$ cat config.mk
export PLATFORM = sky130hd
export DESIGN_NAME = equalizer_adapt_merit_regs
export DESIGN_NICKNAME = d
export VERILOG_FILES = /design/src/merit_pkg.sv /design/src/merit_if.sv /design/src/merit_regs.sv /design/src/merit_calc.sv
export VERILOG_INCLUDE_DIRS = /design/src
export SDC_FILE = /design/constraint.sdc
export NUM_CORES = 1
export LEC_CHECK = 0
export ABC_CLOCK_PERIOD_IN_PS = 20200
export BUFFER_PORTS_ARGS = -buffer_cell sky130_fd_sc_hd__buf_4
export CORE_UTILIZATION = 35
export CTS_BUF_LIST = sky130_fd_sc_hd__clkbuf_2 sky130_fd_sc_hd__clkbuf_4 sky130_fd_sc_hd__clkbuf_8
export DETAILED_ROUTE_END_ITERATION = 8
export PLACE_DENSITY = 0.49
export RECOVER_POWER = 100
export SLEW_MARGIN = 10
export SYNTH_ARGS = -nofsm -noshare
export SYNTH_HDL_FRONTEND = slang
export SYNTH_SLANG_ARGS = --single-unit
$ cat constraint.sdc
create_clock -name i_clk -period 20.2 [get_ports i_clk]
set_clock_uncertainty 0.15 [all_clocks]
set_input_delay 4.04 -clock i_clk [delete_from_list [all_inputs] [get_ports i_clk]]
set_output_delay 4.04 -clock i_clk [all_outputs]
set_load 0.03 [all_outputs]
$ cat src/merit_consts.svh
// Offsets, field positions, reset values and arithmetic constants of the merit register slice
// Function
// - The merit score is min[(horizontal_eye_opening - B)*A/127, (vertical_eye_opening - C)*(128 - A)/127], with C at merit_vertical_offset resetting to zero.
// - Bit 7 of alternate_merit_enables, reset 0, selects the alternate merit function for linear_equalizer adaptation.
// - Bit 6 of alternate_merit_enables, reset 0 and EEPROM loadable, selects the alternate merit function for feedback_equalizer adaptation.
// - Bits 2:0 of lineq_look_beyond hold the linear_equalizer look-beyond count, reset to binary 011.
// - Register tap1_readback reads back tap 1 polarity in bit 5 and 5-bit magnitude in bits 4:0.
// - Registers tap2_readback to tap5_readback read back taps 2 to 5 with polarity in bit 4 and 4-bit magnitude in bits 3:0.
// - At quarter or eighth rate_oscillator subrate linear_equalizer adaptation is skipped and the 0x3A boost is applied.
// - Term A lives at 0x6B, 8-bit read-write, reset 0x40.
// - Term B lives at 0x6C, 8-bit read-write, reset zero.
`ifndef MERIT_CONSTS_SVH
`define MERIT_CONSTS_SVH

`define ADDR_TERM_A       8'h6B
`define ADDR_TERM_B       8'h6C
`define ADDR_TERM_C       8'h6D
`define ADDR_ALT_EN       8'h6E
`define ADDR_RSVD_6F      8'h6F
`define ADDR_LOOK_BEYOND  8'h70
`define ADDR_TAP1         8'h71
`define ADDR_TAP2         8'h72
`define ADDR_TAP3         8'h73
`define ADDR_TAP4         8'h74
`define ADDR_TAP5         8'h75

`define RST_TERM_A        8'h40
`define RST_TERM_B        8'h00
`define RST_TERM_C        8'h00
`define RST_ALT_EN        2'h0
`define RST_LOOK_BEYOND   3'h3

`define BIT_ALT_LINEQ     7
`define BIT_ALT_FEQ       6
`define LB_MSB            2
`define TAP1_POL_BIT      5
`define TAPN_POL_BIT      4

`define MERIT_DIVISOR     10'h07F
`define MERIT_WEIGHT_FULL 8'h80

`endif

$ cat src/merit_pkg.sv
// Types shared by the merit register slice
package merit_pkg;
   typedef enum logic [1:0] {
      RATE_FULL,
      RATE_HALF,
      RATE_QUARTER,
      RATE_EIGHTH
   } rate_sel_t;

   typedef logic [9:0] score_t;
endpackage

$ cat src/merit_if.sv
// Carrier between the register slice and the merit score calculator
`timescale 1ns/1ps
interface merit_if;
   logic [7:0]            horizontal_eye_opening;
   logic [7:0]            vertical_eye_opening;
   logic [7:0]            term_a;
   logic [7:0]            term_b;
   logic [7:0]            term_c;
   logic                  alt_lineq;
   logic                  alt_feq;
   logic                  sample;
   merit_pkg::score_t     lineq_score;
   merit_pkg::score_t     feq_score;
   logic                  score_valid;

   modport ctrl (output horizontal_eye_opening, vertical_eye_opening, term_a, term_b, term_c, alt_lineq, alt_feq, sample,
                 input lineq_score, feq_score, score_valid);
   modport calc (input horizontal_eye_opening, vertical_eye_opening, term_a, term_b, term_c, alt_lineq, alt_feq, sample,
                 output lineq_score, feq_score, score_valid);
endinterface

$ cat src/merit_regs.sv
// Per-channel adaptation merit register slice with tap readback
`timescale 1ns/1ps
`include "merit_consts.svh"
module equalizer_adapt_merit_regs (
   // Clock and reset
   input  wire logic                i_clk,
   input  wire logic                i_sys_rst,
   // Register access from the control bus slave
   input  wire logic [7:0]          i_reg_addr,
   input  wire logic                i_reg_wr,
   input  wire logic                i_reg_rd,
   input  wire logic [7:0]          i_reg_wdata,
   output logic [7:0]               o_reg_rdata,
   output logic                     o_reg_rvalid,
   // Configuration EEPROM load
   input  wire logic                i_ee_wr,
   input  wire logic [7:0]          i_ee_addr,
   input  wire logic [7:0]          i_ee_data,
   // Eye monitor results
   input  wire logic [7:0]          i_horizontal_eye_opening,
   input  wire logic [7:0]          i_vertical_eye_opening,
   input  wire logic                i_eye_sample,
   // Feedback equalizer tap results
   input  wire logic                i_tap_update,
   input  wire logic [4:0]          i_tap_pol,
   input  wire logic [4:0]          i_tap1_mag,
   input  wire logic [15:0]         i_tapn_mag,
   // Rate and boost
   input  wire merit_pkg::rate_sel_t i_rate_sel,
   input  wire logic [7:0]          i_boost_reg,
   input  wire logic [7:0]          i_adapted_boost,
   // Adaptation controls
   output merit_pkg::score_t        o_lineq_merit,
   output merit_pkg::score_t        o_feq_merit,
   output logic                     o_merit_valid,
   output logic [2:0]               o_look_beyond,
   output logic                     o_lineq_adapt_en,
   output logic [7:0]               o_lineq_boost
);
   logic [7:0]  term_a_r;
   logic [7:0]  term_b_r;
   logic [7:0]  term_c_r;
   logic        alt_lineq_r;
   logic        alt_feq_r;
   logic [2:0]  look_beyond_r;
   logic [5:0]  tap1_r;
   logic [4:0]  tapn_r [2:5];
   logic [7:0]  rdata_nxt;
   logic        subrate_slow;
   logic        host_wr;
   logic [7:0]  wr_addr;
   logic [7:0]  wr_data;
   logic [7:0]  last_addr_r;
   logic        last_rd_r;

   merit_if mif ();

   // Host write takes priority; EEPROM load only happens when the host is idle
   always_comb begin
      host_wr = i_reg_wr;
      wr_addr = i_reg_wr ? i_reg_addr : i_ee_addr;
      wr_data = i_reg_wr ? i_reg_wdata : i_ee_data;
   end

   // Merit weighting terms, reachable from host and EEPROM
   always_ff @(posedge i_clk) begin
      if (i_sys_rst) begin
         term_a_r <= `RST_TERM_A;
         term_b_r <= `RST_TERM_B;
         term_c_r <= `RST_TERM_C;
      end else if (host_wr || i_ee_wr) begin
         if (wr_addr == `ADDR_TERM_A) term_a_r <= wr_data;
         if (wr_addr == `ADDR_TERM_B) term_b_r <= wr_data;
         if (wr_addr == `ADDR_TERM_C) term_c_r <= wr_data;
      end
   end

   // Alternate merit enables; both bits are EEPROM storable, reserved bits dropped
   always_ff @(posedge i_clk) begin
      if (i_sys_rst) begin
         {alt_lineq_r, alt_feq_r} <= `RST_ALT_EN;
      end else if ((host_wr || i_ee_wr) && wr_addr == `ADDR_ALT_EN) begin
         alt_lineq_r <= wr_data[`BIT_ALT_LINEQ];
         alt_feq_r   <= wr_data[`BIT_ALT_FEQ];
      end
   end

   // Look-beyond count is not EEPROM storable, so only the host writes it
   always_ff @(posedge i_clk) begin
      if (i_sys_rst) begin
         look_beyond_r <= `RST_LOOK_BEYOND;
      end else if (host_wr && i_reg_addr == `ADDR_LOOK_BEYOND) begin
         look_beyond_r <= i_reg_wdata[`LB_MSB:0];
      end
   end

   // Tap 1 readback follows the adaptation engine only, host writes never land here
   always_ff @(posedge i_clk) begin
      if (i_sys_rst) begin
         tap1_r <= 6'h00;
      end else if (i_tap_update) begin
         tap1_r <= {i_tap_pol[0], i_tap1_mag};
      end
   end

   // Taps 2 to 5 share one layout
   for (genvar t = 2; t <= 5; t++) begin : g_tap
      always_ff @(posedge i_clk) begin
         if (i_sys_rst) begin
            tapn_r[t] <= 5'h00;
         end else if (i_tap_update) begin
            tapn_r[t] <= {i_tap_pol[t-1], i_tapn_mag[(t-2)*4 +: 4]};
         end
      end
   end

   // Read mux; reserved bits and unmapped addresses read zero
   always_comb begin
      rdata_nxt = 8'h00;
      case (i_reg_addr)
         `ADDR_TERM_A:      rdata_nxt = term_a_r;
         `ADDR_TERM_B:      rdata_nxt = term_b_r;
         `ADDR_TERM_C:      rdata_nxt = term_c_r;
         `ADDR_ALT_EN:      rdata_nxt = {alt_lineq_r, alt_feq_r, 6'h00};
         `ADDR_LOOK_BEYOND: rdata_nxt = {5'h00, look_beyond_r};
         `ADDR_TAP1:        rdata_nxt = {2'b00, tap1_r};
         `ADDR_TAP2:        rdata_nxt = {3'b000, tapn_r[2]};
         `ADDR_TAP3:        rdata_nxt = {3'b000, tapn_r[3]};
         `ADDR_TAP4:        rdata_nxt = {3'b000, tapn_r[4]};
         `ADDR_TAP5:        rdata_nxt = {3'b000, tapn_r[5]};
         default:           rdata_nxt = 8'h00;
      endcase
   end

   // Read data registered, one cycle after the read strobe
   always_ff @(posedge i_clk) begin
      if (i_sys_rst) begin
         o_reg_rdata  <= 8'h00;
         o_reg_rvalid <= 1'b0;
         last_addr_r  <= 8'h00;
         last_rd_r    <= 1'b0;
      end else begin
         o_reg_rvalid <= i_reg_rd;
         last_addr_r  <= i_reg_addr;
         last_rd_r    <= i_reg_rd;
         if (i_reg_rd) o_reg_rdata <= rdata_nxt;
      end
   end

   // Merit calculator operands
   assign mif.horizontal_eye_opening       = i_horizontal_eye_opening;
   assign mif.vertical_eye_opening       = i_vertical_eye_opening;
   assign mif.term_a    = term_a_r;
   assign mif.term_b    = term_b_r;
   assign mif.term_c    = term_c_r;
   assign mif.alt_lineq = alt_lineq_r;
   assign mif.alt_feq   = alt_feq_r;
   assign mif.sample    = i_eye_sample;

   merit_calc u_calc (
      .i_clk     (i_clk),
      .i_sys_rst (i_sys_rst),
      .mif       (mif)
   );

   // Slow subrates bypass adaptation; the fixed boost is then the only source
   assign subrate_slow = (i_rate_sel == merit_pkg::RATE_QUARTER) || (i_rate_sel == merit_pkg::RATE_EIGHTH);

   // Adaptation outputs registered so they change cleanly on rate switches
   always_ff @(posedge i_clk) begin
      if (i_sys_rst) begin
         o_lineq_adapt_en <= 1'b0;
         o_lineq_boost    <= 8'h00;
      end else begin
         o_lineq_adapt_en <= !subrate_slow;
         o_lineq_boost    <= subrate_slow ? i_boost_reg : i_adapted_boost;
      end
   end

   assign o_lineq_merit = mif.lineq_score;
   assign o_feq_merit   = mif.feq_score;
   assign o_merit_valid = mif.score_valid;
   assign o_look_beyond = look_beyond_r;

   property p_reset_terms;
      @(posedge i_clk)
      i_sys_rst |=> (term_a_r == `RST_TERM_A && term_b_r == `RST_TERM_B && term_c_r == `RST_TERM_C
                     && look_beyond_r == `RST_LOOK_BEYOND && !alt_lineq_r && !alt_feq_r);
   endproperty
   a_reset_terms: assert property (p_reset_terms) else $error("reset values wrong");

   property p_term_b_write;
      @(posedge i_clk) disable iff (i_sys_rst)
      (i_reg_wr && i_reg_addr == `ADDR_TERM_B) |=> (term_b_r == $past(i_reg_wdata));
   endproperty
   a_term_b_write: assert property (p_term_b_write) else $error("term B write lost");

   property p_term_c_read;
      @(posedge i_clk) disable iff (i_sys_rst)
      (i_reg_rd && i_reg_addr == `ADDR_TERM_C) |=> (o_reg_rvalid && o_reg_rdata == $past(term_c_r));
   endproperty
   a_term_c_read: assert property (p_term_c_read) else $error("term C readback wrong");

   property p_alt_lineq_write;
      @(posedge i_clk) disable iff (i_sys_rst)
      (i_reg_wr && i_reg_addr == `ADDR_ALT_EN) |=> (alt_lineq_r == $past(i_reg_wdata[`BIT_ALT_LINEQ]));
   endproperty
   a_alt_lineq_write: assert property (p_alt_lineq_write) else $error("alternate enable write lost");

   property p_look_beyond_ee;
      @(posedge i_clk) disable iff (i_sys_rst)
      (i_ee_wr && !i_reg_wr) |=> $stable(look_beyond_r);
   endproperty
   a_look_beyond_ee: assert property (p_look_beyond_ee) else $error("EEPROM touched look-beyond");

   property p_tap1_read;
      @(posedge i_clk) disable iff (i_sys_rst)
      (last_rd_r && last_addr_r == `ADDR_TAP1) |-> (o_reg_rdata == {2'b00, $past(tap1_r)});
   endproperty
   a_tap1_read: assert property (p_tap1_read) else $error("tap 1 readback wrong");

   property p_tap_write_ignored;
      @(posedge i_clk) disable iff (i_sys_rst)
      (i_reg_wr && !i_tap_update && i_reg_addr >= `ADDR_TAP1 && i_reg_addr <= `ADDR_TAP5)
         |=> $stable(tap1_r) && $stable(tapn_r[2]) && $stable(tapn_r[5]);
   endproperty
   a_tap_write_ignored: assert property (p_tap_write_ignored) else $error("tap changed on host write");

   property p_tap5_capture;
      @(posedge i_clk) disable iff (i_sys_rst)
      i_tap_update |=> (tapn_r[5] == {$past(i_tap_pol[4]), $past(i_tapn_mag[15:12])});
   endproperty
   a_tap5_capture: assert property (p_tap5_capture) else $error("tap 5 capture wrong");

   property p_slow_bypass;
      @(posedge i_clk) disable iff (i_sys_rst)
      subrate_slow |=> (!o_lineq_adapt_en && o_lineq_boost == $past(i_boost_reg));
   endproperty
   a_slow_bypass: assert property (p_slow_bypass) else $error("slow subrate not bypassed");

   property p_term_a_write;
      @(posedge i_clk) disable iff (i_sys_rst)
      (i_reg_wr && i_reg_addr == `ADDR_TERM_A) |=> (term_a_r == $past(i_reg_wdata));
   endproperty
   a_term_a_write: assert property (p_term_a_write) else $error("term A write lost");

   property p_term_c_write;
      @(posedge i_clk) disable iff (i_sys_rst)
      (i_reg_wr && i_reg_addr == `ADDR_TERM_C) |=> (term_c_r == $past(i_reg_wdata));
   endproperty
   a_term_c_write: assert property (p_term_c_write) else $error("term C write lost");

   property p_alt_feq_write;
      @(posedge i_clk) disable iff (i_sys_rst)
      (i_reg_wr && i_reg_addr == `ADDR_ALT_EN) |=> (alt_feq_r == $past(i_reg_wdata[`BIT_ALT_FEQ]));
   endproperty
   a_alt_feq_write: assert property (p_alt_feq_write) else $error("feedback enable write lost");

   // EEPROM load lands only when the host is quiet in that cycle
   property p_ee_alt_load;
      @(posedge i_clk) disable iff (i_sys_rst)
      (i_ee_wr && !i_reg_wr && i_ee_addr == `ADDR_ALT_EN) |=> (alt_feq_r == $past(i_ee_data[`BIT_ALT_FEQ]));
   endproperty
   a_ee_alt_load: assert property (p_ee_alt_load) else $error("EEPROM enable load lost");

   property p_look_beyond_write;
      @(posedge i_clk) disable iff (i_sys_rst)
      (i_reg_wr && i_reg_addr == `ADDR_LOOK_BEYOND) |=> (o_look_beyond == $past(i_reg_wdata[`LB_MSB:0]));
   endproperty
   a_look_beyond_write: assert property (p_look_beyond_write) else $error("look-beyond write lost");

   property p_look_beyond_read;
      @(posedge i_clk) disable iff (i_sys_rst)
      (i_reg_rd && i_reg_addr == `ADDR_LOOK_BEYOND) |=> (o_reg_rdata == {5'h00, $past(look_beyond_r)});
   endproperty
   a_look_beyond_read: assert property (p_look_beyond_read) else $error("look-beyond readback wrong");

   property p_tapn_read;
      @(posedge i_clk) disable iff (i_sys_rst)
      (last_rd_r && last_addr_r >= `ADDR_TAP2 && last_addr_r <= `ADDR_TAP5) |-> (o_reg_rdata[7:5] == 3'b000);
   endproperty
   a_tapn_read: assert property (p_tapn_read) else $error("tap reserved bits not zero");

   property p_tap1_capture;
      @(posedge i_clk) disable iff (i_sys_rst)
      i_tap_update |=> (tap1_r == {$past(i_tap_pol[0]), $past(i_tap1_mag)});
   endproperty
   a_tap1_capture: assert property (p_tap1_capture) else $error("tap 1 capture wrong");

   // Tap readback moves only on an adaptation update, whatever the host does
   property p_tap_hold;
      @(posedge i_clk) disable iff (i_sys_rst)
      !i_tap_update |=> $stable(tap1_r) && $stable(tapn_r[3]) && $stable(tapn_r[4]);
   endproperty
   a_tap_hold: assert property (p_tap_hold) else $error("tap moved without update");

   property p_full_rate_adapt;
      @(posedge i_clk) disable iff (i_sys_rst)
      !subrate_slow |=> (o_lineq_adapt_en && o_lineq_boost == $past(i_adapted_boost));
   endproperty
   a_full_rate_adapt: assert property (p_full_rate_adapt) else $error("fast rate not adapting");

   // A closed horizontal eye leaves nothing for the alternate minimum
   property p_alt_lineq_closed;
      @(posedge i_clk) disable iff (i_sys_rst)
      (i_eye_sample && alt_lineq_r && i_horizontal_eye_opening <= term_b_r) |=> (o_lineq_merit == 10'h000);
   endproperty
   a_alt_lineq_closed: assert property (p_alt_lineq_closed) else $error("alternate score not zero");

   // A weight of 128 or more leaves the vertical term empty, so the minimum is zero
   property p_std_no_vertical;
      @(posedge i_clk) disable iff (i_sys_rst)
      (i_eye_sample && !alt_lineq_r && term_a_r >= `MERIT_WEIGHT_FULL) |=> (o_lineq_merit == 10'h000);
   endproperty
   a_std_no_vertical: assert property (p_std_no_vertical) else $error("standard score not zero");
endmodule

$ cat src/merit_calc.sv
// Adaptation merit score calculator, one registered stage
`timescale 1ns/1ps
`include "merit_consts.svh"
module merit_calc (
   // Clock and reset
   input  wire logic i_clk,
   input  wire logic i_sys_rst,
   // Operands and scores
   merit_if.calc     mif
);
   logic [7:0]            h_off;
   logic [7:0]            v_off;
   logic [7:0]            v_wt;
   logic [15:0]           h_prod;
   logic [15:0]           v_prod;
   merit_pkg::score_t     h_term;
   merit_pkg::score_t     v_term;
   merit_pkg::score_t     std_score;
   merit_pkg::score_t     alt_score;

   // Eye offsets clamp at zero so a small eye never wraps into a large score
   always_comb begin
      h_off = (mif.horizontal_eye_opening > mif.term_b) ? 8'(mif.horizontal_eye_opening - mif.term_b) : 8'h00;
      v_off = (mif.vertical_eye_opening > mif.term_c) ? 8'(mif.vertical_eye_opening - mif.term_c) : 8'h00;
      v_wt  = (mif.term_a < `MERIT_WEIGHT_FULL) ? 8'(`MERIT_WEIGHT_FULL - mif.term_a) : 8'h00; // A above 128 leaves no vertical weight
      h_prod = h_off * mif.term_a;
      v_prod = v_off * v_wt;
      h_term = 10'(h_prod / 16'(`MERIT_DIVISOR));
      v_term = 10'(v_prod / 16'(`MERIT_DIVISOR));
      std_score = (h_term < v_term) ? h_term : v_term;
      alt_score = (h_off < v_off) ? {2'b00, h_off} : {2'b00, v_off}; // Unweighted minimum
   end

   // Score register, one cycle after the sample strobe
   always_ff @(posedge i_clk) begin
      if (i_sys_rst) begin
         mif.lineq_score <= 10'h000;
         mif.feq_score   <= 10'h000;
         mif.score_valid <= 1'b0;
      end else begin
         mif.score_valid <= mif.sample;
         if (mif.sample) begin
            mif.lineq_score <= mif.alt_lineq ? alt_score : std_score;
            mif.feq_score   <= mif.alt_feq ? alt_score : std_score;
         end
      end
   end

   property p_score_latency;
      @(posedge i_clk) disable iff (i_sys_rst)
      mif.sample |=> mif.score_valid;
   endproperty
   a_score_latency: assert property (p_score_latency) else $error("score valid missing");

   property p_std_is_min;
      @(posedge i_clk) disable iff (i_sys_rst)
      (mif.sample && !mif.alt_lineq) |=> (mif.lineq_score == $past(std_score))
         && (mif.lineq_score <= $past(h_term)) && (mif.lineq_score <= $past(v_term));
   endproperty
   a_std_is_min: assert property (p_std_is_min) else $error("standard score not minimum");

   property p_alt_feq;
      @(posedge i_clk) disable iff (i_sys_rst)
      (mif.sample && mif.alt_feq) |=> (mif.feq_score == $past(alt_score));
   endproperty
   a_alt_feq: assert property (p_alt_feq) else $error("alternate feq score wrong");
endmodule

==> flow_summary.json <==
{
  "wl_per_cell_um": 18.27,
  "antenna_found_initial": 0,
  "place_ws_ps": 1768,
  "grt-ovfl-total": 0,
  "core-area_mm2": 0.04010,
  "grt_pass1_wl_um": 70480,
  "fin_setup_tns_ps": 0,
  "fin_area_mm2": 0.01576,
  "drive_above_1_share_pct": 12.29,
  "clkTransAtPathRegs_ps": 100,
  "hpwl_um": 35250,
  "worst_pin_slew_ps": 2220,
  "ctsRootBufferMaster": "clkbuf_8",
  "placement.cell_area_mm2": 0.01573,
  "cts.path.max_buffers": 2,
  "drt-initial-drc-count": 719,
  "vias": 13670,
  "cts.repair.resized": 0,
  "synth_warnings": 0,
  "syn_area_mm2": 0.01437,
  "slowest_stage": "o21ai_0",
  "crit_path_end_kind": "register",
  "cap_violations": 2,
  "min_period_over_period_pct": 91.85,
  "cp_slowest_stage_delay_ps": 710,
  "synth_cell_types": 126,
  "cp-start-kind": "input port",
  "hold_depth": 2,
  "cp.arrival_ps": 18610,
  "avgViaCountPerCell": 5.745,
  "r2r_slack_ps": 4970,
  "grt_max_degree": 48,
  "violations": "max-capacitance violations, max-slew violations",
  "fmax_mhz": 53.90,
  "place_congestion": 0.8783,
  "cts_sinks": 94,
  "finalNonFillerCells": 2380,
  "grt_pass1_vias": 13290,
  "utilization_pct": 39.30,
  "relSlewSlack_pct": -48.01,
  "ant_nets": 0,
  "worstSkewPairLatency_ps": 400,
  "reg2reg_depth": 52,
  "critPathMaxFanout": 36,
  "drt-pass1-iter-count": 5,
  "grt_use_total_pct": 20.87,
  "cts_hold_buffers": 0,
  "area_growth_pct": 9.655,
  "io_buffers": 139,
  "synth_nets": 2056,
  "seq_area_frac_synth_pct": 14.49,
  "peakVddDrop_uv": 30.48,
  "cp.required_ps": 20250,
  "htreeDepth": 3,
  "io_pins": 141,
  "cts_tree": "done",
  "die_area_mm2": 0.04188,
  "dp.cells": 2364,
  "postCtsSetupRepairBufs": 0,
  "setup_ws_ps": 1647,
  "syn_inst": 1776,
  "start_util_pct": 35.84,
  "async_reset_ff_share_pct": 0,
  "numCtsBuffers": 9,
  "drv_slew": 83,
  "num_antenna_cells": 0,
  "powerDensity_mw_per_mm2": 43.92,
  "setup_viol": 0,
  "min_period_ps": 18550,
  "wirelength_um": 43470,
  "hp-class": "register to register",
  "synthFlopType": "dfxtp_1",
  "rows": 73,
  "rsz0062_at_grt": "no",
  "final-hold-violation-count": 0,
  "drc_errors": 0,
  "ys_seq_elements": 94,
  "fin_nets": 2130,
  "leakagePower_nw": 6.797,
  "die_h_um": 204.6,
  "status": "finished, violations left",
  "syn-mean-instance-area_um2": 8.092,
  "synth_edf_count": 20,
  "path_class": "input port to register",
  "die_w_um": 204.6
}
sequential cells by signal, summed over array words and instances, names as in the netlist, 3 cells and up:
| name | flops |
|---|---|
| tapn_r | 20 |
| u_calc.mif.feq_score | 10 |
| u_calc.mif.lineq_score | 10 |
| mif.term_a | 8 |
| mif.term_b | 8 |
| mif.term_c | 8 |
| o_lineq_boost | 8 |
| o_reg_rdata | 8 |
| tap1_r | 6 |
| o_look_beyond | 3 |
final timing paths:
path | from | end
max | i_horizontal_eye_opening[0] | u_calc.mif.feq_score[9]
min reg2reg | u_calc.mif.feq_score[8] | u_calc.mif.feq_score[8]
max reg2reg | mif.term_b[0] | u_calc.mif.feq_score[9]
min | u_calc.mif.feq_score[8] | u_calc.mif.feq_score[8]
critical path, delay by kind of cell:
kind                     cells  cell delay [ps]
buffers and inverters        6              650
multiplexers                 1              410
adder cells (fa/ha/maj)      8             3270
XOR/XNOR                     1              470
AO/OA/AOI/OAI               26             7330
AND/OR/NAND/NOR             12             2410
routing by layer:
layer  routed length (um)  GRT usage (%)  vias to the layer above
li1                     -              -                     6660
met1                20910          29.01                     6614
met2                19700          34.21                      364
met3                 2183          2.864                       35
met4                  677          4.131                        0
met5                    0              0                        -
area by class of cell:
type | count | area (um2)
tap | 525 | 656.9
clock inverter | 7 | 75.07
fill | 4177 | 24340
multi-input combinational | 1482 | 11470
timing repair buffer | 143 | 904.6
clock buffer | 9 | 123.9
inverter | 120 | 450.4
sequential | 94 | 2082
power breakdown:
| group | total [W] | internal [W] | leakage [nW] | switching (W) |
|---|---|---|---|---|
| registers | 0.000210 | 0.000203 | 0.818 | 0.00000683 |
| logic | 0.000350 | 0.000122 | 5.88 | 0.000227 |
| clock network | 0.000133 | 0.0000488 | 0.0982 | 0.0000840 |
| total | 0.000692 | 0.000374 | 6.80 | 0.000318 |
synthesized netlist by cell type, types with 7 or more instances:
| cell | n | area (um2) |
|---|---|---|
| a211o_1 | 8 | 70.07 |
| a211oi_1 | 29 | 217.7 |
| a211oi_2 | 7 | 87.58 |
| a21o_1 | 38 | 285.3 |
| a21oi_1 | 91 | 455.4 |
| a22o_1 | 11 | 96.34 |
| a22oi_1 | 18 | 135.1 |
| a31o_2 | 7 | 61.31 |
| a31oi_1 | 14 | 87.58 |
| a41oi_1 | 7 | 61.31 |
| and2_1 | 50 | 312.8 |
| and3_1 | 70 | 437.9 |
| buf_1 | 8 | 30.03 |
| buf_2 | 18 | 90.09 |
| clkbuf_1 | 46 | 172.7 |
| dfxtp_1 | 74 | 1481 |
| edfxtp_1 | 20 | 600.6 |
| fa_1 | 74 | 1481 |
| ha_1 | 107 | 1339 |
| inv_1 | 120 | 450.4 |
| mux2_2 | 15 | 168.9 |
| mux2i_1 | 45 | 450.4 |
| nand2_1 | 126 | 473.0 |
| nand2b_1 | 27 | 168.9 |
| nand3_1 | 45 | 225.2 |
| nand4_1 | 31 | 193.9 |
| nor2_1 | 175 | 656.9 |
| nor2b_1 | 21 | 131.4 |
| nor3_1 | 26 | 130.1 |
| nor3b_1 | 17 | 127.6 |
| nor4_1 | 12 | 75.07 |
| o211ai_1 | 18 | 135.1 |
| o21a_1 | 12 | 90.09 |
| o21ai_0 | 51 | 255.2 |
| o21ai_1 | 35 | 175.2 |
| o22ai_1 | 8 | 50.05 |
| o31ai_1 | 7 | 52.55 |
| or2_2 | 17 | 106.4 |
| or3_1 | 7 | 43.79 |
| xnor2_1 | 42 | 367.9 |
| xor2_1 | 27 | 236.5 |
cell usage in the layout (no fill, tap or decap), drive strengths merged, types with 44 or more instances in the layout:
master / Yosys / layout
a21oi: 94 / 94
and2: 51 / 51
and3: 71 / 71
buf: 34 / 96
clkbuf: 46 / 56
dfxtp: 74 / 74
fa: 74 / 74
ha: 107 / 107
inv: 120 / 124
mux2i: 45 / 45
nand2: 129 / 129
nand3: 45 / 45
nor2: 175 / 175
o21ai: 88 / 88
xnor2: 44 / 44
stage by stage:
stage               hold slack, ps  power [W]
global placement             314.8  0.0005649
finish                       334.9  0.0006921
floorplan                    304.1  0.0004709
CTS                          340.2  0.0007020
global route                 360.9  0.0007416
detailed placement           324.4  0.0005673
logic make-up (layout without fill, tap and decap cells):
group | Yosys count | in the layout | share of synthesized area (%)
flops | 94 | 94 | 14.49
fa+ha+maj | 184 | 184 | 19.84
buf+inv | 200 | 279 | 5.694
simple gates | 673 | 673 | 25.00
compound gates | 490 | 490 | 25.68
mux | 61 | 61 | 4.388
xor+xnor | 74 | 74 | 4.902
Note: power is estimated with default switching activity, not from simulation.
